--- src/rtl/bus_xcvr_map.vh ---
/*
  Constants for the registered bus transceiver: register offsets, field
  positions, reset values and widths.
  Assumes inclusion by bare name from the design files of this block.
*/
`ifndef BUS_XCVR_MAP_VH
`define BUS_XCVR_MAP_VH

`define XCVR_SLICES 2
`define XCVR_SLICE_W 8
`define XCVR_DATA_W 16
`define XCVR_ADDR_W 8
`define XCVR_RDATA_W 32

`define XCVR_OFS_CTRL 8'h00
`define XCVR_OFS_STORE_ONE 8'h04
`define XCVR_OFS_STORE_TWO 8'h08
`define XCVR_OFS_PINS 8'h0C
`define XCVR_OFS_EVENTS 8'h10

`define XCVR_CTRL_RST 2'h3
`define XCVR_CTRL_DRIVE_LSB 0
`define XCVR_CTRL_DRIVE_MSB 1

`define XCVR_PINS_ONE_TO_TWO_DRIVE_EN_LSB 0
`define XCVR_PINS_TWO_TO_ONE_DRIVE_EN_N_LSB 2
`define XCVR_PINS_SAB_LSB 4
`define XCVR_PINS_SBA_LSB 6
`define XCVR_PINS_DRV1_LSB 8
`define XCVR_PINS_DRV2_LSB 10

`define XCVR_EVT_CNT_W 8
`define XCVR_EVT_CNT_RST 8'h00

`define XCVR_SYNC_STAGES 2

`endif

--- src/rtl/xcvr_sync.v ---
/*
  Two-flop synchroniser for a vector of asynchronous pin levels.
  Assumes each bit is an independent level; only the second stage is read.
*/
`timescale 1ns/10ps
`default_nettype none

module xcvr_sync #(
  parameter WIDTH = 1
) (
  input wire i_clk,
  input wire i_rst_n,
  input wire [WIDTH-1:0] i_async,
  output wire [WIDTH-1:0] o_sync
);

  reg [WIDTH-1:0] meta_q;
  reg [WIDTH-1:0] sync_q;

  // First stage feeds the second stage only
  always @(posedge i_clk or negedge i_rst_n) begin
    if (!i_rst_n) begin
      meta_q <= {WIDTH{1'b0}};
      sync_q <= {WIDTH{1'b0}};
    end else begin
      meta_q <= i_async;
      sync_q <= meta_q;
    end
  end

  assign o_sync = sync_q;

endmodule // xcvr_sync

`default_nettype wire

--- src/rtl/xcvr_slice.v ---
/*
  One 8-bit transceiver slice: two storage registers and the registered
  drivers for port one and port two.
  Assumes all inputs are already synchronised to i_clk and capture events
  arrive as one-cycle pulses aligned with the data.
*/
`timescale 1ns/10ps
`default_nettype none
`include "bus_xcvr_map.vh"

module xcvr_slice (
  input wire i_clk,
  input wire i_rst_n,
  input wire [`XCVR_SLICE_W-1:0] i_one_in,
  input wire [`XCVR_SLICE_W-1:0] i_two_in,
  input wire i_one_to_two_capture,
  input wire i_two_to_one_capture,
  input wire i_one_to_two_drive_en,
  input wire i_two_to_one_drive_en_n,
  input wire i_one_to_two_source_sel,
  input wire i_two_to_one_source_sel,
  input wire i_allow_drive,
  output reg [`XCVR_SLICE_W-1:0] o_one_out,
  output reg o_one_oe_n,
  output reg [`XCVR_SLICE_W-1:0] o_two_out,
  output reg o_two_oe_n,
  output wire [`XCVR_SLICE_W-1:0] o_store_one,
  output wire [`XCVR_SLICE_W-1:0] o_store_two
);

  reg [`XCVR_SLICE_W-1:0] store_ab_q;
  reg [`XCVR_SLICE_W-1:0] store_ba_q;
  wire drive_one;
  wire drive_two;
  wire two_from_one;
  wire one_from_two;
  wire [`XCVR_SLICE_W-1:0] ab_src;
  wire [`XCVR_SLICE_W-1:0] ba_src;

  assign drive_one = i_allow_drive & ~i_two_to_one_drive_en_n;
  assign drive_two = i_allow_drive & i_one_to_two_drive_en;
  assign two_from_one = i_one_to_two_drive_en & i_two_to_one_drive_en_n;
  assign one_from_two = ~i_one_to_two_drive_en & ~i_two_to_one_drive_en_n;

  // Bus turnaround lag would otherwise store stale data in the far register
  assign ab_src = one_from_two ? i_two_in : i_one_in;
  assign ba_src = two_from_one ? i_one_in : i_two_in;

  // Storage has no reset: contents undefined until first capture
  always @(posedge i_clk) begin
    if (i_one_to_two_capture) begin
      store_ab_q <= ab_src;
    end
    if (i_two_to_one_capture) begin
      store_ba_q <= ba_src;
    end
  end

  always @(posedge i_clk or negedge i_rst_n) begin
    if (!i_rst_n) begin
      o_one_out <= 8'h00;
      o_two_out <= 8'h00;
      o_one_oe_n <= 1'b1;
      o_two_oe_n <= 1'b1;
    end else begin
      o_one_oe_n <= ~drive_one;
      o_two_oe_n <= ~drive_two;
      // Live path echoes the opposite bus, so both enabled acts as a keeper
      o_one_out <= i_two_to_one_source_sel ? store_ba_q : i_two_in;
      o_two_out <= i_one_to_two_source_sel ? store_ab_q : i_one_in;
    end
  end

  assign o_store_one = store_ab_q;
  assign o_store_two = store_ba_q;

endmodule // xcvr_slice

`default_nettype wire

--- src/rtl/bus_xcvr.v ---
/*
  Sixteen-bit registered bus transceiver made of two independent slices,
  with a small register port for drive gating and read-back.
  Assumes all pins but the register port are asynchronous to i_clk and pass two flops; capture
  clocks are sampled as levels, so each must stay high and low for at least
  two i_clk periods. Port pins are split into in, out and enable-low.
*/
// Local design decisions: the address-and-strobe port and the placing of the registers.
`timescale 1ns/10ps
`default_nettype none
`include "bus_xcvr_map.vh"

module bus_xcvr (
  input wire i_clk,
  input wire i_rst_n,
  input wire [`XCVR_DATA_W-1:0] i_port_one,
  output wire [`XCVR_DATA_W-1:0] o_port_one,
  output wire [`XCVR_SLICES-1:0] o_port_one_oe_n,
  input wire [`XCVR_DATA_W-1:0] i_port_two,
  output wire [`XCVR_DATA_W-1:0] o_port_two,
  output wire [`XCVR_SLICES-1:0] o_port_two_oe_n,
  input wire [`XCVR_SLICES-1:0] i_one_to_two_capture_clock,
  input wire [`XCVR_SLICES-1:0] i_two_to_one_capture_clock,
  input wire [`XCVR_SLICES-1:0] i_one_to_two_drive_en,
  input wire [`XCVR_SLICES-1:0] i_two_to_one_drive_en_n,
  input wire [`XCVR_SLICES-1:0] i_one_to_two_source_sel,
  input wire [`XCVR_SLICES-1:0] i_two_to_one_source_sel,
  input wire [`XCVR_ADDR_W-1:0] i_addr,
  input wire [`XCVR_RDATA_W-1:0] i_wdata,
  input wire i_wr,
  input wire i_rd,
  output reg [`XCVR_RDATA_W-1:0] o_rdata
);

  ////////////////////////////////////////////////////////////////////////////
  // Pin synchronisation

  localparam CTL_W = 6 * `XCVR_SLICES;

  wire [`XCVR_DATA_W-1:0] one_s;
  wire [`XCVR_DATA_W-1:0] two_s;
  wire [CTL_W-1:0] ctl_s;
  wire [`XCVR_SLICES-1:0] clk_ab_s;
  wire [`XCVR_SLICES-1:0] clk_ba_s;
  wire [`XCVR_SLICES-1:0] one_to_two_drive_en_s;
  wire [`XCVR_SLICES-1:0] two_to_one_drive_en_n_n_s;
  wire [`XCVR_SLICES-1:0] sab_s;
  wire [`XCVR_SLICES-1:0] sba_s;

  xcvr_sync #(
    .WIDTH(`XCVR_DATA_W)
  ) u_sync_one (
    .i_clk(i_clk),
    .i_rst_n(i_rst_n),
    .i_async(i_port_one),
    .o_sync(one_s)
  );

  xcvr_sync #(
    .WIDTH(`XCVR_DATA_W)
  ) u_sync_two (
    .i_clk(i_clk),
    .i_rst_n(i_rst_n),
    .i_async(i_port_two),
    .o_sync(two_s)
  );

  // Enable-low pins must not glitch active while syncing out of reset
  xcvr_sync #(
    .WIDTH(CTL_W)
  ) u_sync_ctl (
    .i_clk(i_clk),
    .i_rst_n(i_rst_n),
    .i_async({i_one_to_two_capture_clock, i_two_to_one_capture_clock,
              i_one_to_two_drive_en, ~i_two_to_one_drive_en_n,
              i_one_to_two_source_sel, i_two_to_one_source_sel}),
    .o_sync(ctl_s)
  );

  assign clk_ab_s = ctl_s[6*`XCVR_SLICES-1:5*`XCVR_SLICES];
  assign clk_ba_s = ctl_s[5*`XCVR_SLICES-1:4*`XCVR_SLICES];
  assign one_to_two_drive_en_s = ctl_s[4*`XCVR_SLICES-1:3*`XCVR_SLICES];
  assign two_to_one_drive_en_n_n_s = ~ctl_s[3*`XCVR_SLICES-1:2*`XCVR_SLICES];
  assign sab_s = ctl_s[2*`XCVR_SLICES-1:`XCVR_SLICES];
  assign sba_s = ctl_s[`XCVR_SLICES-1:0];

  ////////////////////////////////////////////////////////////////////////////
  // Capture edge detection

  reg [`XCVR_SLICES-1:0] clk_ab_prev_q;
  reg [`XCVR_SLICES-1:0] clk_ba_prev_q;
  wire [`XCVR_SLICES-1:0] cap_ab;
  wire [`XCVR_SLICES-1:0] cap_ba;

  // Reset high, but the sync flops reset low, so a clock pin held high at release still gives one edge
  always @(posedge i_clk or negedge i_rst_n) begin
    if (!i_rst_n) begin
      clk_ab_prev_q <= {`XCVR_SLICES{1'b1}};
      clk_ba_prev_q <= {`XCVR_SLICES{1'b1}};
    end else begin
      clk_ab_prev_q <= clk_ab_s;
      clk_ba_prev_q <= clk_ba_s;
    end
  end

  assign cap_ab = clk_ab_s & ~clk_ab_prev_q;
  assign cap_ba = clk_ba_s & ~clk_ba_prev_q;

  ////////////////////////////////////////////////////////////////////////////
  // Register port

  reg [`XCVR_SLICES-1:0] ctrl_q;
  reg [`XCVR_EVT_CNT_W-1:0] evt_ab_q [0:`XCVR_SLICES-1];
  reg [`XCVR_EVT_CNT_W-1:0] evt_ba_q [0:`XCVR_SLICES-1];
  wire [`XCVR_DATA_W-1:0] store_one;
  wire [`XCVR_DATA_W-1:0] store_two;
  wire evt_clear;
  reg [`XCVR_RDATA_W-1:0] rdata_d;

  function hit;
    input [`XCVR_ADDR_W-1:0] addr;
    input [`XCVR_ADDR_W-1:0] ofs;
    begin
      hit = (addr == ofs);
    end
  endfunction

  assign evt_clear = i_wr & hit(i_addr, `XCVR_OFS_EVENTS);

  always @(posedge i_clk or negedge i_rst_n) begin
    if (!i_rst_n) begin
      ctrl_q <= `XCVR_CTRL_RST;
    end else if (i_wr & hit(i_addr, `XCVR_OFS_CTRL)) begin
      ctrl_q <= i_wdata[`XCVR_CTRL_DRIVE_MSB:`XCVR_CTRL_DRIVE_LSB];
    end
  end

  always @* begin
    rdata_d = 32'h0000_0000;
    case (i_addr)
      `XCVR_OFS_CTRL: begin
        rdata_d[`XCVR_CTRL_DRIVE_MSB:`XCVR_CTRL_DRIVE_LSB] = ctrl_q;
      end
      `XCVR_OFS_STORE_ONE: begin
        rdata_d[`XCVR_DATA_W-1:0] = store_one;
      end
      `XCVR_OFS_STORE_TWO: begin
        rdata_d[`XCVR_DATA_W-1:0] = store_two;
      end
      `XCVR_OFS_PINS: begin
        rdata_d[`XCVR_PINS_ONE_TO_TWO_DRIVE_EN_LSB+1:`XCVR_PINS_ONE_TO_TWO_DRIVE_EN_LSB] = one_to_two_drive_en_s;
        rdata_d[`XCVR_PINS_TWO_TO_ONE_DRIVE_EN_N_LSB+1:`XCVR_PINS_TWO_TO_ONE_DRIVE_EN_N_LSB] = two_to_one_drive_en_n_n_s;
        rdata_d[`XCVR_PINS_SAB_LSB+1:`XCVR_PINS_SAB_LSB] = sab_s;
        rdata_d[`XCVR_PINS_SBA_LSB+1:`XCVR_PINS_SBA_LSB] = sba_s;
        rdata_d[`XCVR_PINS_DRV1_LSB+1:`XCVR_PINS_DRV1_LSB] = ~o_port_one_oe_n;
        rdata_d[`XCVR_PINS_DRV2_LSB+1:`XCVR_PINS_DRV2_LSB] = ~o_port_two_oe_n;
      end
      `XCVR_OFS_EVENTS: begin
        rdata_d = {evt_ba_q[1], evt_ab_q[1], evt_ba_q[0], evt_ab_q[0]};
      end
      default: begin
        rdata_d = 32'h0000_0000;
      end
    endcase
  end

  // Data stands only in the cycle after the read strobe
  always @(posedge i_clk or negedge i_rst_n) begin
    if (!i_rst_n) begin
      o_rdata <= 32'h0000_0000;
    end else if (i_rd) begin
      o_rdata <= rdata_d;
    end else begin
      o_rdata <= 32'h0000_0000;
    end
  end

  ////////////////////////////////////////////////////////////////////////////
  // Slices

  genvar g;
  generate
    for (g = 0; g < `XCVR_SLICES; g = g + 1) begin : g_slice
      // A capture landing with the clear counts as one, so no edge is lost
      always @(posedge i_clk or negedge i_rst_n) begin
        if (!i_rst_n) begin
          evt_ab_q[g] <= `XCVR_EVT_CNT_RST;
          evt_ba_q[g] <= `XCVR_EVT_CNT_RST;
        end else begin
          if (evt_clear) begin
            evt_ab_q[g] <= {{(`XCVR_EVT_CNT_W-1){1'b0}}, cap_ab[g]};
            evt_ba_q[g] <= {{(`XCVR_EVT_CNT_W-1){1'b0}}, cap_ba[g]};
          end else begin
            evt_ab_q[g] <= evt_ab_q[g] + {{(`XCVR_EVT_CNT_W-1){1'b0}}, cap_ab[g]};
            evt_ba_q[g] <= evt_ba_q[g] + {{(`XCVR_EVT_CNT_W-1){1'b0}}, cap_ba[g]};
          end
        end
      end

      xcvr_slice u_slice (
        .i_clk(i_clk),
        .i_rst_n(i_rst_n),
        .i_one_in(one_s[g*`XCVR_SLICE_W +: `XCVR_SLICE_W]),
        .i_two_in(two_s[g*`XCVR_SLICE_W +: `XCVR_SLICE_W]),
        .i_one_to_two_capture(cap_ab[g]),
        .i_two_to_one_capture(cap_ba[g]),
        .i_one_to_two_drive_en(one_to_two_drive_en_s[g]),
        .i_two_to_one_drive_en_n(two_to_one_drive_en_n_n_s[g]),
        .i_one_to_two_source_sel(sab_s[g]),
        .i_two_to_one_source_sel(sba_s[g]),
        .i_allow_drive(ctrl_q[g]),
        .o_one_out(o_port_one[g*`XCVR_SLICE_W +: `XCVR_SLICE_W]),
        .o_one_oe_n(o_port_one_oe_n[g]),
        .o_two_out(o_port_two[g*`XCVR_SLICE_W +: `XCVR_SLICE_W]),
        .o_two_oe_n(o_port_two_oe_n[g]),
        .o_store_one(store_one[g*`XCVR_SLICE_W +: `XCVR_SLICE_W]),
        .o_store_two(store_two[g*`XCVR_SLICE_W +: `XCVR_SLICE_W])
      );
    end
  endgenerate

endmodule // bus_xcvr

`default_nettype wire

--- config.mk ---
export PLATFORM = sky130hd
export DESIGN_NAME = bus_xcvr
export DESIGN_NICKNAME = d
export VERILOG_FILES = /design/src/rtl/xcvr_sync.v /design/src/rtl/xcvr_slice.v /design/src/rtl/bus_xcvr.v
export VERILOG_INCLUDE_DIRS = /design/src /design/src/rtl
export SDC_FILE = /design/constraint.sdc
export NUM_CORES = 1
export LEC_CHECK = 0
export ABC_AREA = 1
export BUFFER_PORTS_ARGS = -buffer_cell sky130_fd_sc_hd__buf_2
export CAP_MARGIN = 20
export CORE_MARGIN = 2
export CORE_UTILIZATION = 59
export DETAILED_ROUTE_END_ITERATION = 8
export GPL_TIMING_DRIVEN = 0
export PLACE_DENSITY_LB_ADDON = 0.3
export REMOVE_ABC_BUFFERS = 1
export SLEW_MARGIN = 25
export SYNTH_ARGS = -nofsm -noshare
export SYNTH_HDL_FRONTEND = slang
export SYNTH_SLANG_ARGS = --single-unit
export TNS_END_PERCENT = 100
--- constraint.sdc ---
create_clock -name i_clk -period 4.37 [get_ports i_clk]
set_input_delay 0.874 -clock i_clk [delete_from_list [all_inputs] [get_ports i_clk]]
set_output_delay 0.874 -clock i_clk [all_outputs]
set_load 0.005 [all_outputs]
Word-level counts from Yosys, hierarchy flattened:

Cells that the tools add are included.

* bits in registers: 226
* latch bits: 0
* memory bits (writable): 0
* memory bits (read-only): 0
* output and inout port bits: 68
* word-level logic and storage cells: 78
* memories: 0

* $add $sub $neg: 4
* $mul: 0
* divide/modulo/power cells: 0
* order comparisons: 0
* equal/unequal tests: 4
* shifts and indexed selects: 0
* muxes and demuxes: 17
* bitwise operators: 26
* reduce and logical (&&, ||, !) cells: 1

Operators with widths (number)
* two-way mux 8 bit: 12
* one-hot mux 10 bit (4 select lines): 1
* adder 8 x 1 -> 8 bit: 4
* two-way mux 32 bit: 1
* equality test 8 x 4 -> 1 bit, second input constant: 2
* two-way mux 16 bit: 1
* NOT 2 bit: 6
* one-hot mux 4 bit (3 select lines): 1
* bitwise AND 1 bit: 10
* one-hot mux 2 bit (5 select lines): 1
* equality test 8 x 3 -> 1 bit, second input constant: 1
* equality test 8 x 5 -> 1 bit, second input constant: 1
* zero test 8 bit: 1
* NOT 1 bit: 8
* bitwise AND 2 bit: 2

Longest topological paths before layout:

Gate-level depths: netlist of the first run.

* depth in word-level cells: 4
* mapped depth: 11

Modules after synthesis:

A second synthesis of the first run with hierarchy kept.

* cells, all modules: 766
* area, all modules: 8421.8 sq um

Modules (own cells, without submodules)
* bus_xcvr: instances 1, cells an instance 414, area an instance 3377.0 sq um, sequential area each 1759.2 sq um
* xcvr_slice: instances 2, cells an instance 132, area an instance 1421.4 sq um, sequential area each 933.4 sq um
* xcvr_sync (u_sync_one ...): instances 2, cells an instance 32, area an instance 800.8 sq um, sequential area each 800.8 sq um
* xcvr_sync (u_sync_ctl): instances 1, cells an instance 24, area an instance 600.6 sq um, sequential area each 600.6 sq um

Worst setup path before layout of the first run:

No wires, ideal clock.

* kind: reg-to-reg
* start: register clk_ab_prev_q[0]
* end: register evt_ab_q[14] in the netlist's numbering
* setup time: 0.119 ns
* arrival: 1.748 ns
* setup slack: 2.503 ns
* stages on the path, launching flop included: 11
* buffers on the path: 0
* clock period less this slack: 1.867 ns
* cells stage by stage: dfstp_2 nor2_1 ha_1 ha_1 nand2_1 inv_1 nand2_1 nor2_1 nand2_1 xor2_1 nor2_2

* word-level cells in the longest chain between the ends: 4

Ends and longest elaborated chain
* start, declared: RTL line bus_xcvr.v:90 `` reg [`XCVR_SLICES-1:0] clk_ab_prev_q; ``
* start signal, assigned: RTL line bus_xcvr.v:98 `` clk_ab_prev_q <= {`XCVR_SLICES{1'b1}}; ``
* start signal, assigned: RTL line bus_xcvr.v:101 `clk_ab_prev_q <= clk_ab_s;`
* NOT 2 bit: RTL line bus_xcvr.v:106 `assign cap_ab = clk_ab_s & ~clk_ab_prev_q;`
* bitwise AND 2 bit: RTL line bus_xcvr.v:106
* via g_slice[0].u_slice.i_one_to_two_capture: RTL line xcvr_slice.v:16 `input wire i_one_to_two_capture,`
* adder 8 x 1 -> 8 bit: RTL line bus_xcvr.v:194 `` evt_ab_q[g] <= evt_ab_q[g] + {{(`XCVR_EVT_CNT_W-1){1'b0}}, cap_ab[g]}; ``
* two-way mux 8 bit: RTL line bus_xcvr.v:190 `if (evt_clear) begin`
* end signal, assigned by index: RTL line bus_xcvr.v:187 `` evt_ab_q[g] <= `XCVR_EVT_CNT_RST; ``
* end signal, assigned by index: RTL line bus_xcvr.v:191 `` evt_ab_q[g] <= {{(`XCVR_EVT_CNT_W-1){1'b0}}, cap_ab[g]}; ``
* end signal, assigned by index: RTL line bus_xcvr.v:194
* end, declared: RTL line bus_xcvr.v:113 `` reg [`XCVR_EVT_CNT_W-1:0] evt_ab_q [0:`XCVR_SLICES-1]; ``

The timed path passes the listed nets, and every way through them passes these cells.
A chain may end at the register's enable or synchronous reset.

Worst setup path in the final report of the first run:

* start: register u_sync_ctl.sync_q[10], in the netlist u_sync_ctl.o_sync[10]
* end: register evt_ab_q[14] in the netlist's numbering

* word-level cells in the longest chain between the ends: 3

Ends and longest elaborated chain
* start, declared: RTL line xcvr_sync.v:18 `reg [WIDTH-1:0] sync_q;`
* start signal, assigned: RTL line xcvr_sync.v:24 `sync_q <= {WIDTH{1'b0}};`
* start signal, assigned: RTL line xcvr_sync.v:27 `sync_q <= meta_q;`
* bitwise AND 2 bit: RTL line bus_xcvr.v:106
* via g_slice[0].u_slice.i_one_to_two_capture: RTL line xcvr_slice.v:16
* adder 8 x 1 -> 8 bit: RTL line bus_xcvr.v:194
* two-way mux 8 bit: RTL line bus_xcvr.v:190

The timed path passes the listed nets, and every way through them passes these cells.

==> results.md, run 1 <==
* Crit start category: flip-flop
* Clock Path Buffers at 3
* IO Count at 156
* First-pass iteration count of the detailed router at 4
* Most frequent cells after synthesis: nand2_1 (203), dfrtp_1 (184), inv_1 (89), nor2_1 (73), o21ai_0 (70)
* Sequential share of power at between 50% and 60%
* DP HPWL at just over 10,000 um
* Synth top area share at a little under three fifths
* Worst setup margin at between 1.5 and 2 ns
* Core area at 0.0138 sq mm
* Crit-path max FO at 10
* Fin nets at 983
* Final setup TNS at 0 ns
* Min Tclk post-route at approximately 2.4 ns
* Worst Clk Skew at roughly 0.0096 ns
* YS warnings at 0
* Total Wirelength at 15,700 um
* Total GRT Usage at 21.9%
* # clock sinks at 226
* Number of library cell types mapped by synthesis at 26
* Worst rel slew slack at between 30% and 40%
* Filler cells at about 990
* Clk network pwr share at 40.4%
* Vias/cell at around 4.9
* Async set or reset register ratio after synthesis at between 80 and 90%
* Max-Cap Viols at 0
* Fin crit share at between 50% and 60%
* EDFF count, synth at 32
* Req. time, crit path at approximately 4.8 ns
* Static Leak at between 0.005 and 0.006 uW
* Count leader, synth: nand2_1
* IO buf count at 125
* H-tree depth at 1
* Layout cells sized above 1 at 22.3%
* Fin. Hold Viols at 0
* CTS Hold Bufs at 0
* Pint at approximately 3800 uW
* Maximum vdd ir drop at between 0.4 and 0.5 mV
* Top cell type by total area after synthesis: dfrtp_1
* Antenna cells at 0
* Post-Syn Instances at between 700 and 800
* Arr. time, crit path at ~2.8 ns
* Setup violators final at 0
* P_sw at between 1000 and 1500 uW
* CTS buffer count at 22
* Synth top area cells: dfrtp_1 (56%), edfxtp_1 (12%), nand2_1 (9.2%), o21ai_0 (4.2%), inv_1 (4.0%)
* Die area at roughly 0.015 sq mm
* Switching share of power at between 20% and 30%
* Postcts setup bufs at 0
* Fin. max-slew vios at 0
* Combinational share of power at 9.0%
* Post-synthesis sequential area ratio at between 70% and 80%
* Total gr overflow at 0
* FP Rows at between 40 and 50
* Syn Area/Cell at about 11 sq um
* RSZ-0062 raised after global routing: false
* CTS root buf: clkbuf_16
* Clock Latency Late Sink at 0.50 ns
* Initial antenna violation count at 0
* Hold crit path type: in2async
* Wire length per cell at 14.5 um
* Final Util at 71.3%
* CTS tree: done
* Slew @ Worst Pin at 1.03 ns
* Mapped Area at approximately 0.0083 sq mm
* Gp weighted congestion at 0.815
* Largest net degree at the start of global routing at 80
* PostCTS Resize Cnt at 0
* #FFs+latches synth at between 200 and 250
* Global-route wire length before repair at around 25,000 um
* Main flop type after synthesis: dfrtp_1
* ANT nets after route at 0
* Crit path capture type: flip-flop
* DRT iter0 DRCs at 387
* Worst-path clk slew at roughly 0.060 ns
* DRC viols at 0
* Vias in the first global route at about 5,300
* Initial core utilization at 59.9%
* Die W at between 100 and 150 um
* Layout overhead on the synthesized area at 18.9%
* Pwr dens at ~510 mW/mm^2
* Max Clk Rate at a little over 400 MHz
* Pre-CTS setup slack at between 2 and 2.5 ns
* Via count at 5,327
* Crit Path Category: reg2reg
* Die height at between 100 and 150 um
* Outcome: finished, final reports clean
==> layer usage <==
layer	global-route usage [%]	up-vias	wire, um
met2	36.4	165	7740
met3	4.37	37	949
met1	28.8	2528	6540
met5	0	-	0
li1	-	2597	-
met4	8.69	0	455
==> sequential cells by signal (all words and copies together), names as in the netlist <==
signal	cells
o_rdata	32
evt_ab_q	16
evt_ba_q	16
g_slice.u_slice.o_one_out	16
g_slice.u_slice.o_store_one	16
g_slice.u_slice.o_store_two	16
g_slice.u_slice.o_two_out	16
u_sync_one.meta_q	16
u_sync_one.o_sync	16
u_sync_two.meta_q	16
u_sync_two.o_sync	16
u_sync_ctl.meta_q	12
u_sync_ctl.o_sync	12
clk_ab_prev_q	2
clk_ba_prev_q	2
ctrl_q	2
g_slice.u_slice.o_one_oe_n	2
g_slice.u_slice.o_two_oe_n	2
==> final timing paths <==
check	depth (start not counted)	to	slack, ns	startpoint
setup / recovery	11	evt_ab_q[14]	1.96	u_sync_ctl.o_sync[10]
hold / removal	1	o_rdata[31]	0.26	i_rst_n
setup reg to reg	11	evt_ab_q[14]	1.96	u_sync_ctl.o_sync[10]
hold reg to reg	0	u_sync_one.o_sync[2]	0.35	u_sync_one.meta_q[2]
max in group asynchronous	2	clk_ba_prev_q[1]	3.39	i_rst_n
min in group i_clk	0	u_sync_one.o_sync[2]	0.35	u_sync_one.meta_q[2]
==> per-stage QoR <==
stage | cell area (sq um) | cells | hold WS [ns] | power, uW
CTS | 9820 | 1083 | 0.261 | 5030
floorplan | 8110 | 736 | 0.331 | 2810
global route | 9820 | 1083 | 0.274 | 5220
global placement | 8960 | 1041 | 0.332 | 2970
finish | 9820 | 1083 | 0.260 | 4990
detailed placement | 9020 | 1043 | 0.335 | 3000
==> critical path, stage by stage (launching register included) <==
cell	delay, ns
dfrtp_1	0.35
inv_1	0.04
nor2_1	0.76
ha_1	0.32
ha_1	0.19
nand2_1	0.07
inv_1	0.07
nand2_1	0.07
nor2_1	0.12
nand2_1	0.08
xor2_1	0.16
nor2_2	0.04
==> power groups by stage <==
stage	Combinational, uW	Sequential, uW	Clock (uW)
CTS	457	2520	2060
global placement	418	2550	0
floorplan	291	2520	0
global route	527	2550	2140
finish	451	2520	2020
detailed placement	446	2560	0
==> layout make-up <==
cell class | count | area [sq um] | area share, %
repair buffers | 127 | 691 | 7.03
multi-input cells | 420 | 1940 | 19.7
clock buffers | 26 | 617 | 6.28
inverters | 90 | 343 | 3.49
well taps | 180 | 225 | 2.29
flip-flops and latches | 226 | 5830 | 59.3
clock inverters | 14 | 178 | 1.81
==> cells by family (layout without fill, tap and decap cells) <==
logic type | after synthesis | in the layout | synth area share (%)
xor+xnor | 11 | 11 | 1.17
buf+inv | 112 | 257 | 5.96
simple gates | 325 | 325 | 16.5
fa+ha+maj | 8 | 8 | 1.21
flops | 226 | 226 | 70.6
compound gates | 76 | 76 | 4.61
==> cells in the final DEF, fill, tap and decap left out, types with 10 or more instances in the layout <==
cell type	instances
edfxtp_1	32
nand2_1	203
o21ai_0	70
nor2_2	13
clkbuf_16	23
nand3_1	20
inv_1	89
xor2_1	11
dfrtp_1	184
buf_2	124
dfstp_2	10
nor2_1	72
Power figures use the tool's default switching activity.
==> run 2: changes to the inputs <==
--- a/config.mk
+++ b/config.mk
@@ -10,7 +10,7 @@
 export BUFFER_PORTS_ARGS = -buffer_cell sky130_fd_sc_hd__buf_2
 export CAP_MARGIN = 20
 export CORE_MARGIN = 2
-export CORE_UTILIZATION = 59
+export CORE_UTILIZATION = 55
 export DETAILED_ROUTE_END_ITERATION = 8
 export GPL_TIMING_DRIVEN = 0
 export PLACE_DENSITY_LB_ADDON = 0.3
==> constraint.sdc (replaced) <==
create_clock -name i_clk -period 2.5 [get_ports i_clk]
set_input_delay 0.5 -clock i_clk [delete_from_list [all_inputs] [get_ports i_clk]]
set_output_delay 0.5 -clock i_clk [all_outputs]
set_load 0.005 [all_outputs]
==> run 2 against run 1 <==
Compared with the run above: sequential share of layout area is 0.068 points higher; cell area is 0.11% lower; routed wire length is 1.1% higher; die area is 7.0% higher; sequential power is 75% higher; critical path depth stayed put; total power is 72% higher; first-iteration DRC count is 10% lower; non-clock buffer count is 1 higher; via count is 0.43% lower; critical endpoint is now evt_ab_q[6]; highest routed layer unchanged.
==> results.md, run 2 (same netlist as run 1, synthesis figures left out) <==
* Max Clk Rate at around 430 MHz
* H-tree depth at 1
* Core area at 0.0146 sq mm
* Sequential cell area at around 0.0058 sq mm
* FP Rows at between 40 and 50
* Global-route wire length before repair at ~26,000 um
* Worst-path clk slew at about 0.06 ns
* Crit path capture type: flip-flop
* Layout cells sized above 1 at ~22%
* Die height at 127 um
* Biggest register: o_rdata
* Wire length per cell at between 10 and 15 um
* Filler cells at 1,081
* Final setup TNS at 0 ns
* M3 GR Usage at 3.54%
* Hold crit path type: in2reg
* Fin crit share at roughly 90%
* Reg2Reg Setup Slack at 0.19 ns
* Static Leak at 0.00507 uW
* # clock sinks at 226
* Placed Instance Area at approximately 0.009 sq mm
* Final Power at about 8600 uW
* Reg2reg start: u_sync_ctl.o_sync[11]
* Worst Clk Skew at approximately 0.010 ns
* Fin. max-slew vios at 0
* Final Hold Slack at just under 0.1 ns
* Commonest non-fill, non-tap cells in the layout: nand2_1 (203), dfrtp_1 (184), buf_2 (124), inv_1 (89)
* Clock Path Buffers at 3
* Largest net degree at the start of global routing at 75
* Vias/cell at approximately 5
* Layout overhead on the synthesized area at 18.8%
* RSZ-0062 raised after global routing: false
* Pwr dens at 874 mW/mm^2
* GR peak layer: met2
* IO Count at around 160
* Gp weighted congestion at about 0.85
* Initial antenna violation count at 0
* Hold endpoint: u_sync_ctl.meta_q[1]
* Maximum vdd ir drop at about 0.63 mV
* DRC viols at 0
* DP HPWL at slightly above 10,000 um
* Max-Cap Viols at 0
* Crit-path max FO at 10
* Antenna cells at 0
* Vias in the first global route at between 5,000 and 6,000
* CTS buffer count at 23
* Fin. Hold Viols at 0
* Crit start category: flip-flop
* Leading cell type in the layout, fill and taps excluded: nand2_1
* Outcome: finished, final reports clean
* Final Util at 67.2%
* Initial core utilization at 56.6%
* ANT nets after route at 0
* Worst Reg-to-Reg Cells at 11
* Req. time, crit path at between 2 and 3 ns
* First-pass iteration count of the detailed router at 7
* Arr. time, crit path at 2.70 ns
* Total Wirelength at between 15,000 and 20,000 um
* Reg2reg end: evt_ab_q[6]
* Via count at around 5,300
* Setup violators final at 0
* Met2 Use GR at 36.0%
* DRT iter0 DRCs at between 300 and 400
* Worst hold start: i_two_to_one_source_sel[1]
* Total GRT Usage at approximately 20%
* CTS tree: done
* Min Tclk post-route at between 2 and 2.5 ns
* Die area at 0.0160 sq mm
* Max reg flops at 32
* Clock Latency Late Sink at ~0.50 ns
* Fin nets at between 900 and 1,000
* Multi-input gate area at 0.00194 sq mm
* WHS Path Cells at 1
* Crit Path Category: reg2reg
* Slew @ Worst Pin at 0.979 ns
* Die W at 127 um
* Post-route cell area at slightly below 0.01 sq mm
* GR Util met1 at 26.3%
* IO buf count at 125
* Total gr overflow at 0
* Worst rel slew slack at 34.5%
* CTS root buf: clkbuf_16
==> run 2: worst max-delay path by stage <==
stage | endpoint | depth (start not counted) | from | slack (ns)
final | evt_ab_q[6] | 11 | u_sync_ctl.o_sync[11] | 0.19
after global routing | evt_ab_q[6] | 11 | u_sync_ctl.o_sync[11] | 0.03
after CTS | evt_ab_q[14] | 11 | u_sync_ctl.o_sync[10] | 0.14
after detailed placement | evt_ba_q[14] | 11 | u_sync_ctl.o_sync[8] | 0.17
after global placement | u_sync_two.meta_q[11] | 1 | i_rst_n | -2.08
after floorplan | evt_ab_q[14] | 10 | clk_ab_prev_q[0] | 0.63
==> run 2: layout make-up <==
cell class	instances	share of cell area, %
Timing Repair Buffer	128	7.14
Multi-Input combinational cell	420	19.8
Inverter	90	3.49
Sequential cell	226	59.4
Clock inverter	10	1.06
Clock buffer	32	6.72
Tap cell	184	2.35
==> run 2: repair_timing <==
action / CTS / global route
hold endpoints to repair: 58 / 0
setup endpoints to repair: 0 / 2
hold buffers: 1 / 0
gates resized for setup: 0 / 2
setup buffers: 0 / 0
==> run 2: report_power, final <==
group,leakage (uW),switching (uW),total (uW),internal (uW)
registers,0.00264,285,4410,4120
clock network,0.000376,1330,3380,2050
logic,0.00205,453,783,330
total,0.00507,2070,8570,6500
==> run 2: layer usage <==
metal | vias to the layer above | wire [um]
li1 | 2596 | -
met1 | 2537 | 6550
met2 | 145 | 8110
met3 | 26 | 905
met4 | 0 | 305
met5 | - | 0
==> run 2: worst max-delay path, stage by stage, from the launching register on <==
cell and delay (ns):
dfrtp_1 0.34, inv_1 0.04, nor2_1 0.73, ha_1 0.31
ha_1 0.18, nand2_1 0.06, inv_1 0.07, nand2_1 0.06
nor2_1 0.12, nand2_1 0.08, o21ai_0 0.15, a21oi_1 0.06
==> run 2: through the flow <==
| step | instances | setup WS [ns] |
|---|---|---|
| CTS | 1090 | 0.142 |
| global route | 1090 | 0.0267 |
| global placement | 1045 | -2.08 |
| detailed placement | 1047 | 0.169 |
| finish | 1090 | 0.188 |
| floorplan | 736 | 0.632 |
==> run 3: changes to the inputs <==
--- a/config.mk
+++ b/config.mk
@@ -11,6 +11,7 @@
 export CAP_MARGIN = 20
 export CORE_MARGIN = 2
 export CORE_UTILIZATION = 55
+export CTS_CLUSTER_DIAMETER = 80
 export DETAILED_ROUTE_END_ITERATION = 8
 export GPL_TIMING_DRIVEN = 0
 export PLACE_DENSITY_LB_ADDON = 0.3
==> constraint.sdc (replaced) <==
create_clock -name i_clk -period 2.46 [get_ports i_clk]
set_input_delay 0.492 -clock i_clk [delete_from_list [all_inputs] [get_ports i_clk]]
set_output_delay 0.492 -clock i_clk [all_outputs]
set_load 0.005 [all_outputs]
==> run 3 against run 2 <==
Compared with the run above: critical path depth is 1 lower; cell area hardly changed; clock-buffer cell count stayed put; sequential power is 2% higher; register-to-register slack better by 0.20 ns; global-route usage stayed put; total power is 1.6% higher; sequential share of layout area hardly changed; cell count stayed put; first-iteration DRC count stayed put; non-clock buffer count stayed put; largest cell class unchanged; largest power group unchanged; highest routed layer unchanged.
==> results.md, run 3 (same netlist as run 1, synthesis figures left out) <==
* Wire length per cell at about 15 um
* Maximum vdd ir drop at 0.628 mV
* DP HPWL at approximately 10,000 um
* # clock sinks at around 230
* RSZ-0062 raised after global routing: false
* WHS Path Cells at 1
* CTS buffer count at 23
* Die W at 127 um
* Clk network pwr share at between 30 and 40%
* Worst hold start: i_two_to_one_source_sel[1]
* Layout cells sized above 1 at between 20 and 25%
* Switching share of power at 24.2%
* Max-Cap Viols at 0
* Initial core utilization at 56.6%
* Worst Reg-to-Reg Cells at 10
* Filler cells at 1,082
* Hold endpoint: u_sync_ctl.meta_q[1]
* H-tree depth at 1
* Slew @ Worst Pin at 0.639 ns
* Final Power at 8710 uW
* Min Tclk post-route at 2.08 ns
* Worst-path clk slew at 0.06 ns
* Largest net degree at the start of global routing at 75
* Initial antenna violation count at 0
* Final setup TNS at 0 ns
* Worst Clk Skew at ~0.010 ns
* Layout overhead on the synthesized area at 18.8%
* Crit path capture type: flip-flop
* Static Leak at between 0.005 and 0.006 uW
* Hold crit path type: in2reg
* Total gr overflow at 0
* IO Count at between 150 and 200
* Vias/cell at 4.86
* Fin. Hold Viols at 0
* Postcts setup bufs at 0
* FP Rows at 44
* Die height at between 100 and 150 um
* Crit start category: flip-flop
* Clock Latency Late Sink at about 0.50 ns
* Global-route wire length before repair at about 26,000 um
* P_sw at approximately 2100 uW
* Combinational share of power at under 10%
* DRC viols at 0
* Die area at 0.0160 sq mm
* Arr. time, crit path at between 2 and 2.5 ns
* Reg2Reg Setup Slack at about 0.38 ns
* Multi-input gate area at 0.00195 sq mm
* Slowest stage delay, CP at ~0.49 ns
* Reg2reg start: clk_ab_prev_q[0]
* Fin nets at slightly below 1,000
* Worst rel slew slack at 57.3%
* Max Clk Rate at a little under 500 MHz
* ANT nets after route at 0
* CTS root buf: clkbuf_16
* Fin. max-slew vios at 0
* Total Wirelength at between 15,000 and 20,000 um
* Crit-path max FO at 10
* Biggest register: o_rdata
* Setup violators final at 0
* Sequential cell area at around 0.0058 sq mm
* Slowest stage cell, crit path: nor2_2
* Crit Path Category: reg2reg
* Top cell by count, worst path: nand2_1
* Antenna cells at 0
* Gp weighted congestion at approximately 0.85
* IO buf count at 125
* Via count at 5,292
* Core area at between 0.01 and 0.015 sq mm
* Fin crit share at 84.4%
* CTS tree: done
* DRT iter0 DRCs at ~350
* First-pass iteration count of the detailed router at 6
* Total GRT Usage at 20.4%
* Max reg flops at 32
* Clock Path Buffers at 3
* Crit-path cells: nor2_2, ha_1, ha_1, nand2_1, inv_1, nand2_1, nor2_1, nand2_1, xor2_1, nor2_2
* Outcome: finished, final reports clean
* Commonest non-fill, non-tap cells in the layout: nand2_1 (203), dfrtp_1 (184), buf_2 (124), inv_1 (89), o21ai_0 (70)
* Pwr dens at 888 mW/mm^2
* Vias in the first global route at 5,287
* Pint at 6600 uW
* Reg2reg end: evt_ab_q[14]
* Req. time, crit path at 2.85 ns
* Sequential share of power at around half
* Leading cell type in the layout, fill and taps excluded: nand2_1
[run 3: per-stage QoR]
step,instances,utilization (%),instance area [sq um],hold slack [ns],worst slack (ns)
6_report,1090,67.3,9810,0.0897,0.385
5_1_grt,1090,67.3,9810,0.0708,0.191
4_1_cts,1090,67.2,9800,0.0720,0.102
3_3_place_gp,1045,61.4,8960,0.332,-2.11
3_5_place_dp,1047,61.9,9030,0.335,0.129
2_1_floorplan,736,-,8110,0.196,0.592
[run 3: area by class of cell]
cell class / instances / area share (%)
inverter: 90 / 3.49
clock buffer: 32 / 6.72
clock inverter: 10 / 1.06
sequential: 226 / 59.4
multi-input combinational: 420 / 19.8
tap: 184 / 2.35
timing repair buffer: 128 / 7.14
[run 3: power by group through the flow]
| stage | Combinational (uW) | Sequential [uW] | Clock [uW] |
|---|---|---|---|
| floorplan | 518 | 4470 | 0 |
| global placement | 743 | 4520 | 0 |
| detailed placement | 788 | 4530 | 0 |
| CTS | 808 | 4480 | 3510 |
| global route | 941 | 4530 | 3670 |
| finish | 796 | 4480 | 3430 |
[run 3: how the worst max path moves through the flow]
stage	startpoint	to	slack (ns)
final	clk_ab_prev_q[0]	evt_ab_q[14]	0.38
after detailed placement	u_sync_ctl.o_sync[8]	evt_ba_q[14]	0.13
after global routing	u_sync_ctl.o_sync[10]	evt_ab_q[14]	0.19
after floorplan	clk_ab_prev_q[0]	evt_ab_q[14]	0.59
after CTS	u_sync_ctl.o_sync[10]	evt_ab_q[14]	0.10
after global placement	i_rst_n	u_sync_two.meta_q[11]	-2.11
[run 3: layer usage]
metal / track usage [%] / routed length, um / share of wire [%]
met2: 36.0 / 8100 / 51
met3: 3.54 / 879 / 5.5
met5: 0 / 0 / 0
met4: 5.56 / 305 / 1.9
met1: 26.3 / 6580 / 41
[run 3: timing repair]
action                                  4_1_cts  5_1_grt
endpoints found under the setup margin        0        3
endpoints found under the hold margin        58        0
resized for setup                             0        3
hold buffers                                  1        0
[run 3: worst max-delay path: cells and delay by family (launching register included)]
kind	cells	cell delay, ns
fa+ha+maj	2	0.48
xor+xnor	1	0.16
flops	1	0.37
buf+inv	1	0.08
simple gates	6	0.87
